File: config.mk
export PLATFORM = sky130hd
export DESIGN_NAME = rtsc_ctrl
export DESIGN_NICKNAME = d
export VERILOG_FILES = /design/src/rtsc_pkg.sv /design/src/rtsc_settle_if.sv /design/src/rtsc_settle.sv /design/src/rtsc_gain_buf.sv /design/src/rtsc_ctrl.sv
export SDC_FILE = /design/constraint.sdc
export NUM_CORES = 1
export LEC_CHECK = 0
export ABC_AREA = 1
export ABC_CLOCK_PERIOD_IN_PS = 3100
export BUFFER_PORTS_ARGS = -buffer_cell sky130_fd_sc_hd__buf_4
export CAP_MARGIN = 20
export CORE_MARGIN = 2
export CORE_UTILIZATION = 35
export CTS_CLUSTER_SIZE = 14
export DETAILED_ROUTE_END_ITERATION = 10
export PLACE_DENSITY = 0.52
export SETUP_SLACK_MARGIN = 0.4
export SYNTH_ARGS = -nofsm -noshare
export SYNTH_HDL_FRONTEND = slang
export SYNTH_SLANG_ARGS = --single-unit
File: constraint.sdc
create_clock -name ref_clk -period 3.1 [get_ports ref_clk]
set_input_delay 0.465 -clock ref_clk [delete_from_list [all_inputs] [get_ports ref_clk]]
set_output_delay 0.465 -clock ref_clk [all_outputs]
set_load 0.02 [all_outputs]
File: src/rtsc_pkg.sv
// shared constants for the reference and temperature sense control block
package rtsc_pkg;

	localparam int unsigned CLK_MHZ        = 200;
	localparam int unsigned DATA_W         = 8;

	// register offsets (word index on the plain register port)
	localparam logic [3:0]  CTRL_OFFSET    = 4'h0;
	localparam logic [3:0]  STATUS_OFFSET  = 4'h1;

	// control register field positions
	localparam int unsigned REF_ON_BIT     = 7;
	localparam int unsigned READY_BIT      = 6;
	localparam int unsigned TEMP_ON_BIT    = 5;
	localparam int unsigned TEMP_RANGE_BIT = 4;
	localparam int unsigned CMP_GAIN_LSB   = 2;
	localparam int unsigned ADC_GAIN_LSB   = 0;
	localparam int unsigned GAIN_W         = 2;

	// status register field positions
	localparam int unsigned CMP_SETTLED_BIT = 0;
	localparam int unsigned ADC_SETTLED_BIT = 1;
	localparam int unsigned TEMP_CONV_BIT   = 2;

	localparam logic [7:0]  CTRL_RESET     = 8'h00;
	// bits that software may change; ready flag is excluded
	localparam logic [7:0]  CTRL_WR_MASK   = 8'hBF;

	// gain field encodings
	localparam logic [1:0]  GAIN_OFF       = 2'h0;
	localparam logic [1:0]  GAIN_X1        = 2'h1;
	localparam logic [1:0]  GAIN_X2        = 2'h2;
	localparam logic [1:0]  GAIN_X4        = 2'h3;

	// timing, in nanoseconds
	localparam int unsigned REF_SETTLE_NS  = 20000;
	localparam int unsigned BUF_SETTLE_NS  = 30000;
	localparam int unsigned TEMP_ACQ_NS    = 200000;

	// least time in cycles, rounded up, never below one
	function automatic int unsigned rtsc_cycles(input int unsigned ns);
		int unsigned c;
		c = (ns * CLK_MHZ + 999) / 1000;
		return (c < 1) ? 1 : c;
	endfunction : rtsc_cycles

	localparam int unsigned REF_SETTLE_CYC = rtsc_cycles(REF_SETTLE_NS);
	localparam int unsigned BUF_SETTLE_CYC = rtsc_cycles(BUF_SETTLE_NS);
	localparam int unsigned TEMP_ACQ_CYC   = rtsc_cycles(TEMP_ACQ_NS);

	// one-hot gain select: bit0 x1, bit1 x2, bit2 x4; all zero is off
	function automatic logic [2:0] rtsc_gain_decode(input logic [1:0] code);
		logic [2:0] sel;
		sel = 3'h0;
		unique case (code)
			GAIN_X4: sel = 3'h4;
			GAIN_X2: sel = 3'h2;
			GAIN_X1: sel = 3'h1;
			GAIN_OFF: sel = 3'h0;
		endcase
		return sel;
	endfunction : rtsc_gain_decode

endpackage : rtsc_pkg

File: src/rtsc_settle_if.sv
// carrier between the control register and the reference settle timer
`timescale 1ns/1ps
interface rtsc_settle_if;
	logic refOn;
	logic ready;

	modport ctrl   (output refOn, input ready);
	modport settle (input refOn, output ready);
endinterface : rtsc_settle_if

File: src/rtsc_settle.sv
// reference settle timer: ready flag after a fixed count from enable
`timescale 1ns/1ps
module rtsc_settle
	import rtsc_pkg::*;
#(
	parameter int unsigned CYCLES = REF_SETTLE_CYC
) (
	input  wire logic      ref_clk,
	input  wire logic      rst,
	rtsc_settle_if.settle  link
);
	localparam int unsigned CW = $clog2(CYCLES + 1);
	localparam logic [CW-1:0] LAST = CW'(CYCLES);

	logic [CW-1:0] count;
	logic          readyQ;

	if (CYCLES < 1) begin : g_chk
		$error("rtsc_settle: CYCLES must be at least one");
	end

	// restart on enable
	// restart whenever the enable is low, so every rise starts afresh
	always_ff @(posedge ref_clk or posedge rst) begin
		if (rst) begin
			count <= '0;
		end else if (!link.refOn) begin
			count <= '0;
		end else if (count != LAST) begin
			count <= count + CW'(1);
		end
	end

	always_ff @(posedge ref_clk or posedge rst) begin
		if (rst) begin
			readyQ <= 1'b0;
		end else begin
			readyQ <= link.refOn && (count >= LAST - CW'(1));
		end
	end

	// immediate clear
	// gated by the live enable so a clear takes effect at once
	assign link.ready = readyQ & link.refOn;
endmodule : rtsc_settle

File: src/rtsc_gain_buf.sv
// one gain buffer: decoded select and settle status
`timescale 1ns/1ps
module rtsc_gain_buf
	import rtsc_pkg::*;
#(
	parameter int unsigned CYCLES = BUF_SETTLE_CYC
) (
	input  wire logic       ref_clk,
	input  wire logic       rst,
	input  wire logic [1:0] gainCode,
	output logic            bufOn,
	output logic [2:0]      gainSel,
	output logic            settled
);
	localparam int unsigned CW = $clog2(CYCLES + 1);
	localparam logic [CW-1:0] LAST = CW'(CYCLES);

	logic [CW-1:0] count;
	logic          next_on;

	if (CYCLES < 1) begin : g_chk
		$error("rtsc_gain_buf: CYCLES must be at least one");
	end

	assign next_on = (gainCode != GAIN_OFF);

	always_ff @(posedge ref_clk or posedge rst) begin
		if (rst) begin
			gainSel <= 3'h0;
			bufOn   <= 1'b0;
		end else begin
			gainSel <= rtsc_gain_decode(gainCode);
			bufOn   <= next_on;
		end
	end

	// only switching the buffer on restarts settling, not a gain change
	always_ff @(posedge ref_clk or posedge rst) begin
		if (rst) begin
			count <= '0;
		end else if (!next_on) begin
			count <= '0;
		end else if (count != LAST) begin
			count <= count + CW'(1);
		end
	end

	always_ff @(posedge ref_clk or posedge rst) begin
		if (rst) begin
			settled <= 1'b0;
		end else begin
			settled <= next_on && (count >= LAST - CW'(1));
		end
	end
endmodule : rtsc_gain_buf

File: src/rtsc_ctrl.sv
// reference and temperature sense control register block
//
// Operation
// - reference on follows control bit 7
// - bit 6 reads reference ready state
// - standard-supply variant reads ready always one
// - temperature sensor on follows bit 5
// - bit 4 high range, else low
// - bits 3-2 decode comparator/DAC gain
// - bits 1-0 decode converter gain
// - all writable fields clear on reset
// - sensor output routed to reserved channel
// - ready only after reference has settled
`timescale 1ns/1ps
module rtsc_ctrl
	import rtsc_pkg::*;
#(
	parameter int unsigned ADDR_W      = 4,
	parameter bit          STD_SUPPLY  = 1'b0,
	parameter int unsigned REF_CYC     = REF_SETTLE_CYC,
	parameter int unsigned BUF_CYC     = BUF_SETTLE_CYC,
	parameter int unsigned TEMP_CYC    = TEMP_ACQ_CYC
) (
	input  wire logic              ref_clk,
	input  wire logic              rst,
	input  wire logic [ADDR_W-1:0] regAddr,
	input  wire logic [7:0]        regWrData,
	input  wire logic              regWrite,
	input  wire logic              regRead,
	output logic [7:0]             regRdData,
	output logic                   refEnable,
	output logic                   refReady,
	output logic                   tempSensorOn,
	output logic                   tempRangeHigh,
	output logic                   tempToConverter,
	output logic                   cmpDacBufOn,
	output logic [2:0]             cmpDacGain,
	output logic                   adcBufOn,
	output logic [2:0]             adcGain,
	input  wire logic              convMuxTemp,
	input  wire logic              convStart,
	output logic                   tempConvAllowed
);
	localparam int unsigned TW = $clog2(TEMP_CYC + 1);
	localparam logic [TW-1:0] TEMP_LOAD = TW'(TEMP_CYC);

	logic [7:0]    ctrl;
	logic [7:0]    next_ctrl;
	logic [7:0]    next_rdData;
	logic [7:0]    statusWord;
	logic [TW-1:0] tempWait;
	logic          cmpSettled;
	logic          adcSettled;
	logic          ctrlHit;
	logic          statusHit;

	rtsc_settle_if settleIf ();

	if (ADDR_W < 4) begin : g_chk_addr
		$error("rtsc_ctrl: ADDR_W must hold the register offsets");
	end
	if (TEMP_CYC < 1) begin : g_chk_temp
		$error("rtsc_ctrl: TEMP_CYC must be at least one");
	end

	assign ctrlHit   = (regAddr == ADDR_W'(CTRL_OFFSET));
	assign statusHit = (regAddr == ADDR_W'(STATUS_OFFSET));

	always_comb begin
		next_ctrl = ctrl;
		if (regWrite && ctrlHit) begin
			next_ctrl = (regWrData & CTRL_WR_MASK) | (ctrl & ~CTRL_WR_MASK);
		end
		next_ctrl[READY_BIT] = 1'b0;
	end

	always_ff @(posedge ref_clk or posedge rst) begin
		if (rst) begin
			ctrl <= CTRL_RESET;
		end else begin
			ctrl <= next_ctrl;
		end
	end

	assign settleIf.refOn = ctrl[REF_ON_BIT];
	assign refEnable      = ctrl[REF_ON_BIT];

	rtsc_settle #(
		.CYCLES (REF_CYC)
	) u_settle (
		.ref_clk (ref_clk),
		.rst     (rst),
		.link    (settleIf.settle)
	);

	assign refReady = STD_SUPPLY ? 1'b1 : settleIf.ready;

	assign tempSensorOn  = ctrl[TEMP_ON_BIT];
	assign tempRangeHigh = ctrl[TEMP_RANGE_BIT];
	assign tempToConverter = ctrl[TEMP_ON_BIT];

	rtsc_gain_buf #(
		.CYCLES (BUF_CYC)
	) u_cmp_buf (
		.ref_clk  (ref_clk),
		.rst      (rst),
		.gainCode (ctrl[CMP_GAIN_LSB +: GAIN_W]),
		.bufOn    (cmpDacBufOn),
		.gainSel  (cmpDacGain),
		.settled  (cmpSettled)
	);

	rtsc_gain_buf #(
		.CYCLES (BUF_CYC)
	) u_adc_buf (
		.ref_clk  (ref_clk),
		.rst      (rst),
		.gainCode (ctrl[ADC_GAIN_LSB +: GAIN_W]),
		.bufOn    (adcBufOn),
		.gainSel  (adcGain),
		.settled  (adcSettled)
	);

	always_ff @(posedge ref_clk or posedge rst) begin
		if (rst) begin
			tempWait <= TEMP_LOAD;
		end else if (!convMuxTemp || !ctrl[TEMP_ON_BIT] || convStart) begin
			tempWait <= TEMP_LOAD;
		end else if (tempWait != '0) begin
			tempWait <= tempWait - TW'(1);
		end
	end

	// advisory only: the converter is not blocked by this block
	assign tempConvAllowed = convMuxTemp && ctrl[TEMP_ON_BIT] &&
		(tempWait == '0);

	always_comb begin
		statusWord = 8'h00;
		statusWord[CMP_SETTLED_BIT] = cmpSettled;
		statusWord[ADC_SETTLED_BIT] = adcSettled;
		statusWord[TEMP_CONV_BIT]   = tempConvAllowed;
	end

	always_comb begin
		next_rdData = 8'h00;
		if (regRead && ctrlHit) begin
			next_rdData = ctrl;
			next_rdData[READY_BIT] = refReady;
		end else if (regRead && statusHit) begin
			next_rdData = statusWord;
		end
	end

	// unmapped reads and idle cycles return zero
	always_ff @(posedge ref_clk or posedge rst) begin
		if (rst) begin
			regRdData <= 8'h00;
		end else begin
			regRdData <= next_rdData;
		end
	end

	// helper: cycles since reference enable rose
	localparam int unsigned AW = $clog2(REF_CYC + 2);
	logic [AW-1:0] refAge;
	always_ff @(posedge ref_clk or posedge rst) begin
		if (rst) begin
			refAge <= '0;
		end else if (!refEnable) begin
			refAge <= '0;
		end else if (refAge != AW'(REF_CYC + 1)) begin
			refAge <= refAge + AW'(1);
		end
	end
endmodule : rtsc_ctrl

# --- Yosys cells after proc, flatten, opt, wreduce, memory -nomap -nowiden ---
# Cells that the tools add are included.
word_totals:
  inputBits: 18
  rom_bits: 0
  mem_count: 0
  out_inout_bits: 22
  latchBits: 0
  ramBits: 0
  reg_bits: 80
classes:
  n_reduce_logical: 20
  order_cmp: 3
  mux: 12
  shifts: 0
  eq_ne: 13
  n_bitwise: 1
  addsub: 4
  div_mod_pow: 0
  multipliers: 0
op_table:
  columns: ["operator", "n"]
  rows:
  - ["$mux 13", 4]
  - ["$mux 16", 2]
  - ["$add 13x1->13 const B", 2]
  - ["$ge 13x13->1 const B", 2]
  - ["$ne 13x13->1 const B", 2]
  - ["$mux 12", 2]
  - ["$pmux 3 s4", 2]
  - ["$logic_not 16->1", 1]
  - ["$reduce_bool 16->1", 1]
  - ["$sub 16x1->16 const B", 1]
  - ["$add 12x1->12 const B", 1]
  - ["$ge 12x12->1 const B", 1]
  - ["$ne 12x12->1 const B", 1]
  - ["$eq 2x2->1 const B", 4]
  - ["$logic_and 1x1->1", 8]
  - ["$mux 8", 1]
  - ["$reduce_bool 2->1", 3]
  - ["$eq 2x1->1 const B", 2]
  - ["$eq 4x1->1 const B", 1]
  - ["$logic_not 2->1", 2]
  - ["$logic_not 4->1", 1]
  - ["$ne 2x2->1 const B", 2]
  - ["$mux 3", 1]
  - ["$logic_not 1->1", 2]
  - ["3 further kinds", 4]

# --- Logic depth before layout (Yosys ltp) ---
# Gate-level depths: netlist (run 1).
logic_depth:
  word_depth: 4
  mapped_depth: 9
  ltp_nobuf: 9

# --- Cells and area by module ---
# Synthesis (run 1) repeated with hierarchy kept, for this count alone.
hier_totals:
  cells_unflattened: 576
  area_unflattened_um2: 4280.4
modules_own_cells:
  columns: ["module", "area_each_um2", "cells_per_inst", "seq_area_each_um2", "instances"]
  rows:
  - ["rtsc_gain_buf", 977.2, 135, 450.4, 2]
  - ["rtsc_ctrl", 1557.7, 204, 782.0, 1]
  - ["rtsc_settle", 768.2, 102, 325.3, 1]

# --- Worst setup path before layout (run 1) ---
# OpenSTA, ideal clock, no wires.
synth_path:
  path_kind: "register to output"
  start: "register tempWait[0]"
  end: "output port tempConvAllowed"
  path_stages_with_launch: 7
  arrival_ps: 1218
  path_buffers: 0
  required_ps: 2635
  setup_slack_ps: 1417
  cell_sequence: "dfrtp_1 > inv_1 > ha_1 > nand3_2 > nor2_2 > nand2_4 > nor2_4"
synth_between:
  elab_chain_cells: 2
synth_lines:
  columns: ["item", "line", "source"]
  rows:
  - ["start: declaration", "rtsc_ctrl.sv:51", "logic [TW-1:0] tempWait;"]
  - ["start signal: assignment", "rtsc_ctrl.sv:130", "tempWait <= tempWait - TW'(1);"]
  - ["$logic_not 16->1", "rtsc_ctrl.sv:136", "(tempWait == '0);"]
  - ["$logic_and 1x1->1", "rtsc_ctrl.sv:135", "assign tempConvAllowed = convMuxTemp && ctrl[TEMP_ON_BIT] &&"]
  - ["end: declaration", "rtsc_ctrl.sv:42", "output logic tempConvAllowed"]
# No other way between the ends.

# --- Worst setup path in the final report (run 1) ---
# Same ends and word-level chain as after synthesis.

==> metrics.txt, run 1 <==
core area=0.01137 mm^2; # clock sinks=80; Finish-stage setup viols=0; Site Rows=39; Synth cell types=32; Critical R2R Capture=tempWait[14]$_DFFE_PP0P_; number of global-route vias before repair=3206; GP Congestion=0.8201; unrepaired setup endpoints after global routing=no; R2R setup slack=1.45 ns; Post-CTS Resized=0; via count=3272; antenna viol nets, final=0; crit start category=flip-flop; H-tree depth=3; CTS tree=yes; Worst Hold Class=input pin to async pin; largest net degree at the start of global routing=46; r2r startpoint=ctrl[5]$_DFFE_PP0P_; Post-synth EDFFs=0; top post-synthesis cells by area=dfrtp_1, nand2_1, inv_1; final period utilization=72.78%; layout cells sized above 1=17.93%; Reg area=0.002008 mm^2; switch share=30.25%; antenna diode count=0; hpwl dp=6173 um; Via density=4.708; multi-input logic area=0.001719 mm^2; Worst Path Arrival=1.79 ns; P_leak=2.392 nW; reg2reg path depth=5; CTS Root Cell=clkbuf_16; Crit. End Element=primary output; status=finished clean; Power, Total=0.003258 W; Worst Clk Skew=0.006643 ns; yosys warns=0; worst setup path startpoint=tempWait[0]$_DFFE_PP0P_; Top FF cell, synth=dfrtp_1; GRT overflow=0; register clock-pin slew on the reported worst setup and hold paths=0.06 ns; worst setup path endpoint=tempConvAllowed; Net Switching=0.0009854 W; Fin Setup TNS=0 ns; PD cells=671.2 mW/mm^2; Cells after Synth=503; Initial Util=35.73%; TritonRoute pass-1 iters=4; WL final=8556 um; Die X=111.7 um; Hold-fix buffers, CTS=0; WP data required=2.63 ns; Avg Cell Area, Syn=8.077 um^2; asr flop ratio synth=100.0%; routed length per instance=12.31 um; Sequential Power Share=42.4%; logic gate share of total power=20.1%; number of remaining DRC errors=0; Worst Max-Slew Pin Slew=0.8137 ns; sequential area share after synthesis=49.43%; f_max=0.4432 GHz; height of the die=111.7 um; setup repair bufs after CTS=0; Clk Latency, worst-skew pair=0.34 ns; maximum VDD drop=337.8 uV; area post-placement=0.004513 mm^2; total internal power=0.002272 W; initial antenna violation count=0; min Tclk post-route=2.256 ns; Synth-to-Final Area Change=19.46%; Die Footprint=0.01249 mm^2; global-route usage over all layers=15.31%; relative slew slack=45.69%; clk buf depth=2; Netlist Area Pre-Place=0.004063 mm^2; Slew Limit Fails=0; DR iter-0 viols=211; Final Hold Viols=0; Max Cap Viol=0; Port-buffer cells=38; synthesized flop and latch total=80; nets@finish=572; crit path max fanout=10; Clock Power Share=37.5%; post-synth top area share=46.20%; global-route wire length before repair=15310 um; CTS Buf Count=9; area leader, netlist=dfrtp_1; Crit Path Class=flip-flop to primary output; fill cell count=1162; syn nets=528; Top-Level Pins=40; post-route cell area=0.004853 mm^2
-- synthesized netlist by cell type (2+ instances only) --
library cell,n
nand2_1,99
inv_1,79
dfrtp_1,75
nor2_1,67
nand3_1,37
a21oi_1,34
o21ai_0,15
nand4_1,13
nor2_2,13
nor3_1,8
ha_1,7
nand2_2,6
nor2_4,6
o21ai_1,6
dfstp_2,5
nand3_2,5
nor3_2,5
buf_2,4
buf_4,2
nand3b_1,2
o21a_1,2
xnor2_1,2
xor2_1,2
-- critical path, cell delays in order (launching register included) --
cell and delay [ns]:
dfrtp_1 0.36, inv_1 0.13, ha_1 0.22, nand3_2 0.17, nor2_2 0.19, nand2_4 0.13
nor2_4 0.11, buf_4 0.14
-- metrics by stage --
stage / hold WS, ns / utilization, % / instances / setup WS [ns]
after global routing: 0.3420 / 42.69 / 695 / 0.7069
after floorplan: 0.4296 / - / 503 / 0.5915
after detailed placement: 0.4467 / 39.69 / 679 / 1.202
final: 0.2638 / 42.69 / 695 / 0.8438
after CTS: 0.3046 / 42.69 / 695 / 0.8236
after global placement: 0.4557 / 39.69 / 679 / 1.222
-- worst min path at each step --
stage                              endpoint  cells after the start                         from
floorplan            regRdData[0]$_DFF_PP0_                      2  u_cmp_buf.settled$_DFF_PP0_
global placement     regRdData[1]$_DFF_PP0_                      2  u_adc_buf.settled$_DFF_PP0_
detailed placement   regRdData[1]$_DFF_PP0_                      2  u_adc_buf.settled$_DFF_PP0_
CTS                 tempWait[9]$_DFFE_PP0P_                      2                          rst
global route        tempWait[9]$_DFFE_PP0P_                      2                          rst
finish              tempWait[9]$_DFFE_PP0P_                      2                          rst
-- state kept, by name, indices dropped and copies added, names as in the netlist --
name / count
ctrl: 7
regRdData: 8
tempWait: 16
u_adc_buf.bufOn: 1
u_adc_buf.count: 13
u_adc_buf.gainSel: 3
u_adc_buf.settled: 1
u_cmp_buf.bufOn: 1
u_cmp_buf.count: 13
u_cmp_buf.gainSel: 3
u_cmp_buf.settled: 1
u_settle.count: 12
u_settle.readyQ: 1
-- cell type report --
cell class | count | area share (%)
Inverter | 80 | 6.213
Multi-Input combinational cell | 337 | 35.42
Sequential cell | 80 | 41.38
Clock inverter | 3 | 1.856
Timing Repair Buffer | 39 | 6.290
Clock buffer | 13 | 5.156
Tap cell | 143 | 3.687
-- routing by layer --
| layer | track usage (%) | part of all wire, % |
|---|---|---|
| met1 | 20.05 | 48 |
| met2 | 24.77 | 48 |
| met3 | 3.593 | 2.7 |
| met4 | 5.761 | 1.4 |
| met5 | 0 | 0 |
-- power groups by stage --
stage / Combinational, W / Clock (W) / Sequential [W]
final: 0.000655 / 0.00122 / 0.00138
after floorplan: 0.000467 / 0 / 0.00139
after global routing: 0.000766 / 0.00130 / 0.00141
after CTS: 0.000671 / 0.00126 / 0.00138
after detailed placement: 0.000669 / 0 / 0.00140
after global placement: 0.000654 / 0 / 0.00139
-- cells by family (layout without fill, tap and decap cells) --
family | after synthesis | in the layout | share of synthesized area [%]
XOR/XNOR | 4 | 4 | 0.8625
AND/OR/NAND/NOR | 264 | 264 | 31.14
buffers and inverters | 86 | 135 | 8.253
flip-flops | 80 | 80 | 49.43
AO/OA/AOI/OAI | 62 | 62 | 8.161
adder cells (fa/ha/maj) | 7 | 7 | 2.156
-- cells in the final DEF (no fill, tap or decap), types with 7 or more instances in the layout --
master	instances
nand4_1	13
inv_1	78
nor2_1	67
nand2_1	99
nor3_1	8
a21oi_1	34
o21ai_0	15
nor2_2	13
ha_1	7
clkbuf_16	9
buf_4	38
dfrtp_1	75
nand3_1	37
Note: power is estimated with default switching activity, not from simulation.
==> inputs of run 2 (changes only) <==
Settings changed: ABC_AREA 1 to 0, ABC_CLOCK_PERIOD_IN_PS 3100 to 2100.
Clock period 3.1 ns to 2.1 ns, I/O delays scaled along.
==> run 2 against run 1 <==
Compared with the run above: global-route usage fell by 0.38 points; non-clock buffer count rose by 33; critical path depth is 1 lower; via count down 9.0%; first-iteration DRC count decreased by 65%; total power increased by 25%; synthesized area decreased by 4.7%; synthesized cell count is 25% lower; clock power grew 16%; clock-buffer cell count decreased by 3; setup slack worse by 0.69 ns; sequential power is 36% higher; critical path type unchanged; critical endpoint unchanged; largest cell class unchanged.
==> metrics.txt, run 2 <==
syn nets=401; final period utilization=92.81%; Worst Path Arrival=1.63 ns; WP data required=1.78 ns; Fin Setup TNS=0 ns; Worst Hold Class=input pin to async pin; largest net degree at the start of global routing=43; synthesized flop and latch total=80; reg2reg path depth=9; Sequential Power Share=46.4%; Top-Level Pins=40; TritonRoute pass-1 iters=4; Final Hold Viols=0; post-synth top area share=48.47%; area post-placement=0.004402 mm^2; nets@finish=473; Die X=109.2 um; relative slew slack=62.58%; H-tree depth=3; number of remaining DRC errors=0; area leader, netlist=dfrtp_1; via count=2976; initial antenna violation count=0; top-count cell post-synth=dfrtp_1; Reg area=0.002019 mm^2; Slew Limit Fails=0; PD cells=822.3 mW/mm^2; status=finished clean; register clock-pin slew on the reported worst setup and hold paths=0.09 ns; Cells after Synth=376; height of the die=109.2 um; Critical R2R Capture=tempWait[10]$_DFFE_PP1P_; unrepaired setup endpoints after global routing=yes; crit start category=flip-flop; Crit-path slowest cell=dfrtp_1; Synth-to-Final Area Change=27.46%; Power, Total=0.004059 W; layout cells sized above 1=29.58%; met1 GRT Util=19.98%; P_leak=2.224 nW; Top Registers=tempWait: 16 flops, u_adc_buf.count: 13 flops, u_cmp_buf.count: 13 flops; Post-synth EDFFs=0; Top FF cell, synth=dfrtp_1; yosys warns=0; Finish-stage setup viols=0; Initial Util=35.72%; Crit. End Element=primary output; r2r startpoint=tempWait[1]$_DFFE_PP0P_; Synth cell types=52; antenna diode count=0; GRT overflow=0; Avg Cell Area, Syn=10.30 um^2; DR iter-0 viols=73; Biggest register=tempWait; Netlist Area Pre-Place=0.003872 mm^2; logic gate share of total power=18.7%; Clk Latency, worst-skew pair=0.35 ns; met3 usage=3.228%; WL final=8201 um; Port-buffer cells=38; top cells by count, synth=dfrtp_1, nor2_1, nand2_1; antenna viol nets, final=0; asr flop ratio synth=100.0%; top post-synthesis cells by area=dfrtp_1, nor2_1, dfstp_2; Clock Power Share=35.0%; setup slack after placement=0.2188 ns; Via density=5.019; crit path max fanout=2; core area=0.01084 mm^2; sequential area share after synthesis=51.86%; Worst Max-Slew Pin Slew=0.5602 ns; CP Cell Sequence=inv_1 -> ha_2 -> nor3b_4 -> nand4_1 -> nor2_2 -> buf_6; number of global-route vias before repair=2942; # clock sinks=80; maximum VDD drop=349.6 uV; CTS Root Cell=clkbuf_8; f_max=0.5131 GHz; Crit Path Class=flip-flop to primary output; Net Switching=0.001168 W; multi-input logic area=0.001859 mm^2; switch share=28.79%; CTS tree=yes; Worst Clk Skew=0.01133 ns; commonest non-fill, non-tap cell in the layout=buf_4; global-route wire length before repair=13940 um; clk buf depth=2; R2R setup slack=0.27 ns; fill cell count=1051; Site Rows=38; post-route cell area=0.004936 mm^2; slowest cell delay on critical path=0.39 ns; global-route usage over all layers=14.93%; total internal power=0.002890 W; min Tclk post-route=1.949 ns; commonest non-fill, non-tap cells in the layout=buf_4, dfrtp_1, nor2_1; busiest metal layer after global routing=met2; hpwl dp=5480 um; routed length per instance=13.83 um; Max Cap Viol=0; Die Footprint=0.01192 mm^2; Largest register FFs=16; Final WS setup=0.1510 ns; GP Congestion=0.8027; CTS Buf Count=9; M2 GR Usage=24.13%
==> run 2: power groups by stage <==
stage               Clock [W]  Sequential (W)  Combinational, W
CTS                   0.00147         0.00188          0.000752
finish                0.00142         0.00188          0.000758
floorplan                   0         0.00192          0.000420
global route          0.00154         0.00192          0.000864
global placement            0         0.00191          0.000695
detailed placement          0         0.00191          0.000710
==> run 2: final cells by class <==
type / instances / area share, %
Inverter: 14 / 1.141
Clock inverter: 6 / 2.332
Multi-Input combinational cell: 271 / 37.67
Clock buffer: 10 / 2.788
Timing Repair Buffer: 72 / 11.61
Sequential cell: 80 / 40.91
Tap cell: 140 / 3.549
==> run 2: repair_timing <==
| item | CTS | global route |
|---|---|---|
| hold buffers | 0 | 0 |
| pin swaps | 8 | 6 |
| resized for setup | 10 | 22 |
| endpoints found under the setup margin | 11 | 20 |
| buffers inserted | 15 | 8 |
==> run 2: cell families after synthesis <==
family                   synth area share [%]
AO/OA/AOI/OAI                           9.111
XOR/XNOR                                5.654
adder cells (fa/ha/maj)                 2.262
buffers and inverters                   2.552
flip-flops                              51.86
multiplexers                            3.845
AND/OR/NAND/NOR                         24.72
==> run 2: stage by stage <==
stage                     cells  utilization (%)  hold slack, ns
after detailed placement    554            40.60          0.4078
after global routing        593            45.53         0.02953
after CTS                   585            44.37         0.01411
after global placement      554            40.60          0.3986
final                       593            45.53         0.01372
after floorplan             376                -          0.4426
==> run 2: how the worst max path moves through the flow <==
stage	from	to	slack (ns)	depth (start not counted)
CTS	tempWait[1]$_DFFE_PP0P_	tempConvAllowed	0.12	6
detailed placement	u_settle.count[2]$_DFFE_PP0P_	u_settle.count[0]$_DFFE_PP0P_	0.22	4
floorplan	u_settle.count[2]$_DFFE_PP0P_	u_settle.count[0]$_DFFE_PP0P_	0.30	5
global placement	u_settle.count[2]$_DFFE_PP0P_	u_settle.count[0]$_DFFE_PP0P_	0.24	4
global route	tempWait[0]$_DFFE_PP0P_	tempConvAllowed	0.04	6
finish	tempWait[1]$_DFFE_PP0P_	tempConvAllowed	0.15	6
==> run 2: worst max-delay path, delay by kind of cell, from the launching register on <==
kind / cells / cell delay (ns)
simple gates: 3 / 0.52
flops: 1 / 0.39
buf+inv: 2 / 0.19
fa+ha+maj: 1 / 0.17
==> run 2: layer usage <==
layer	vias to the layer above	routed length, um
li1	1465	-
met1	1447	3948
met2	59	3842
met3	5	346
met4	0	63
met5	-	0
==> inputs of run 3 (changes only) <==
Settings changed: CORE_ASPECT_RATIO from default to 2, PLACE_DENSITY 0.52 to 0.6, SETUP_SLACK_MARGIN 0.4 to default.
==> run 3 against run 2 <==
Compared with the run above: setup slack worse by 0.087 ns; maximum frequency down 4.3%; register-to-register slack worse by 0.06 ns; non-clock buffer count down 19; clock power about the same; largest power group unchanged; sequential share of layout area up 1.8 points; global-route usage down 0.057 points.
==> metrics.txt, run 3 (same netlist as run 2, synthesis figures left out) <==
# clock sinks=80; Crit Path Class=flip-flop to primary output; crit start category=flip-flop; WP data required=1.78 ns; Final Hold Viols=0; relative slew slack=59.54%; Die Footprint=0.01197 mm^2; Top Registers=tempWait: 16 flops, u_adc_buf.count: 13 flops, u_cmp_buf.count: 13 flops; Hold-fix buffers, CTS=0; commonest non-fill, non-tap cells in the layout=dfrtp_1, buf_4, nor2_1; GRT overflow=0; CTS Buf Count=9; Post-Layout Cell Count=574; register clock-pin slew on the reported worst setup and hold paths=0.06 ns; layout cells sized above 1=21.89%; Slew Limit Fails=0; number of global-route vias before repair=3044; Finish-stage setup viols=0; antenna viol nets, final=0; Die X=78.38 um; via count=2976; height of the die=152.8 um; CTS Root Cell=clkbuf_16; Initial Util=35.60%; maximum VDD drop=438.3 uV; Worst Max-Slew Pin Slew=0.6070 ns; hpwl dp=6139 um; DR iter-0 viols=116; Via density=5.185; cell total after placement=554; commonest non-fill, non-tap cell in the layout=dfrtp_1; PD cells=856.8 mW/mm^2; global-route usage over all layers=14.88%; f_max=0.4912 GHz; total internal power=0.002832 W; clk buf depth=2; Synth-to-Final Area Change=21.49%; crit path max fanout=7; TritonRoute pass-1 iters=4; Worst Hold Class=input pin to async pin; P_leak=2.133 nW; Clock Power Share=35.6%; Final WS setup=0.06409 ns; min Tclk post-route=2.036 ns; Max Cap Viol=0; Port-buffer cells=38; core area=0.01088 mm^2; Biggest register=tempWait; number of remaining DRC errors=0; Worst Clk Skew=0.01036 ns; Net Switching=0.001199 W; H-tree depth=3; CTS tree=yes; Sequential Power Share=46.2%; switch share=29.74%; GP Congestion=0.8128; global-route wire length before repair=14170 um; nets@finish=454; setup slack after placement=0.1965 ns; Worst Path Arrival=1.72 ns; status=finished clean; Top-Level Pins=40; logic gate share of total power=18.2%; WL final=8435 um; Crit. End Element=primary output; Site Rows=54; routed length per instance=14.70 um; largest net degree at the start of global routing=48; Largest register FFs=16; initial antenna violation count=0; antenna diode count=0; final period utilization=96.95%; Clk Latency, worst-skew pair=0.33 ns
-- run 3: cell types whose count changed in the layout (fill, tap and decap cells not counted), sizes merged --
cell / delta
inv: +1
bufinv: -3
buf: -19
clkinv: +2
-- run 3: final cells by class --
class                           instances  area, um^2
Timing Repair Buffer                   53       397.9
Clock inverter                          6       43.79
Clock buffer                           10       229.0
Inverter                               14       56.30
Multi-Input combinational cell        271        1794
Tap cell                              140       175.2
Fill cell                            1039        6173
Sequential cell                        80        2008
-- run 3: power groups by stage --
stage          Sequential (W)  Clock (W)  Combinational (W)
2_1_floorplan         0.00192          0           0.000415
3_3_place_gp          0.00188          0           0.000708
3_5_place_dp          0.00189          0           0.000730
4_1_cts               0.00186    0.00149           0.000742
5_1_grt               0.00190    0.00154           0.000825
6_report              0.00186    0.00143           0.000734
-- run 3: path summary, 6_finish.rpt --
path                                                 end                           from  cells after the start  slack (ns)
max                                      tempConvAllowed        tempWait[8]$_DFFE_PP0P_                      4        0.06
min                        u_settle.count[6]$_DFFE_PP0P_                            rst                      3        0.10
max reg2reg                u_settle.count[0]$_DFFE_PP0P_  u_settle.count[2]$_DFFE_PP0P_                      4        0.21
min reg2reg                       regRdData[1]$_DFF_PP0_    u_adc_buf.settled$_DFF_PP0_                      1        0.48
max in group asynchronous        tempWait[0]$_DFFE_PP0P_                            rst                      3        1.51
min in group ref_clk                 ctrl[3]$_DFFE_PP0P_                   regWrData[3]                      2        0.22
-- run 3: worst max-delay path, cell delays in order (launching register included) --
cell	delay (ns)
dfrtp_1	0.45
nor4_2	0.42
nand4_1	0.21
nor2_2	0.15
buf_4	0.16
-- run 3: stage by stage --
step / setup TNS (ns) / utilization, % / power [W] / hold WS [ns] / instance area, um^2
after floorplan: 0 / - / 0.002332 / 0.4426 / 3876
after global placement: 0 / 40.20 / 0.002591 / 0.4591 / 4373
after detailed placement: 0 / 40.20 / 0.002619 / 0.4677 / 4373
after CTS: 0 / 43.10 / 0.004093 / 0.1075 / 4688
after global routing: -0.03571 / 43.25 / 0.004259 / 0.1419 / 4705
final: 0 / 43.25 / 0.004031 / 0.1024 / 4705
-- run 3: routing by layer --
layer,global-route usage [%],vias up,routed length [um]
li1,-,1437,-
met1,16.13,1466,3228
met2,27.01,59,4638
met3,3.436,14,370
met4,6.433,0,197
met5,0,-,0
-- run 3: repair_timing --
item | CTS | global route
setup buffers | 3 | 1
gates resized for setup | 4 | 2
pin swaps | 2 | 1
setup endpoints to repair | 1 | 1
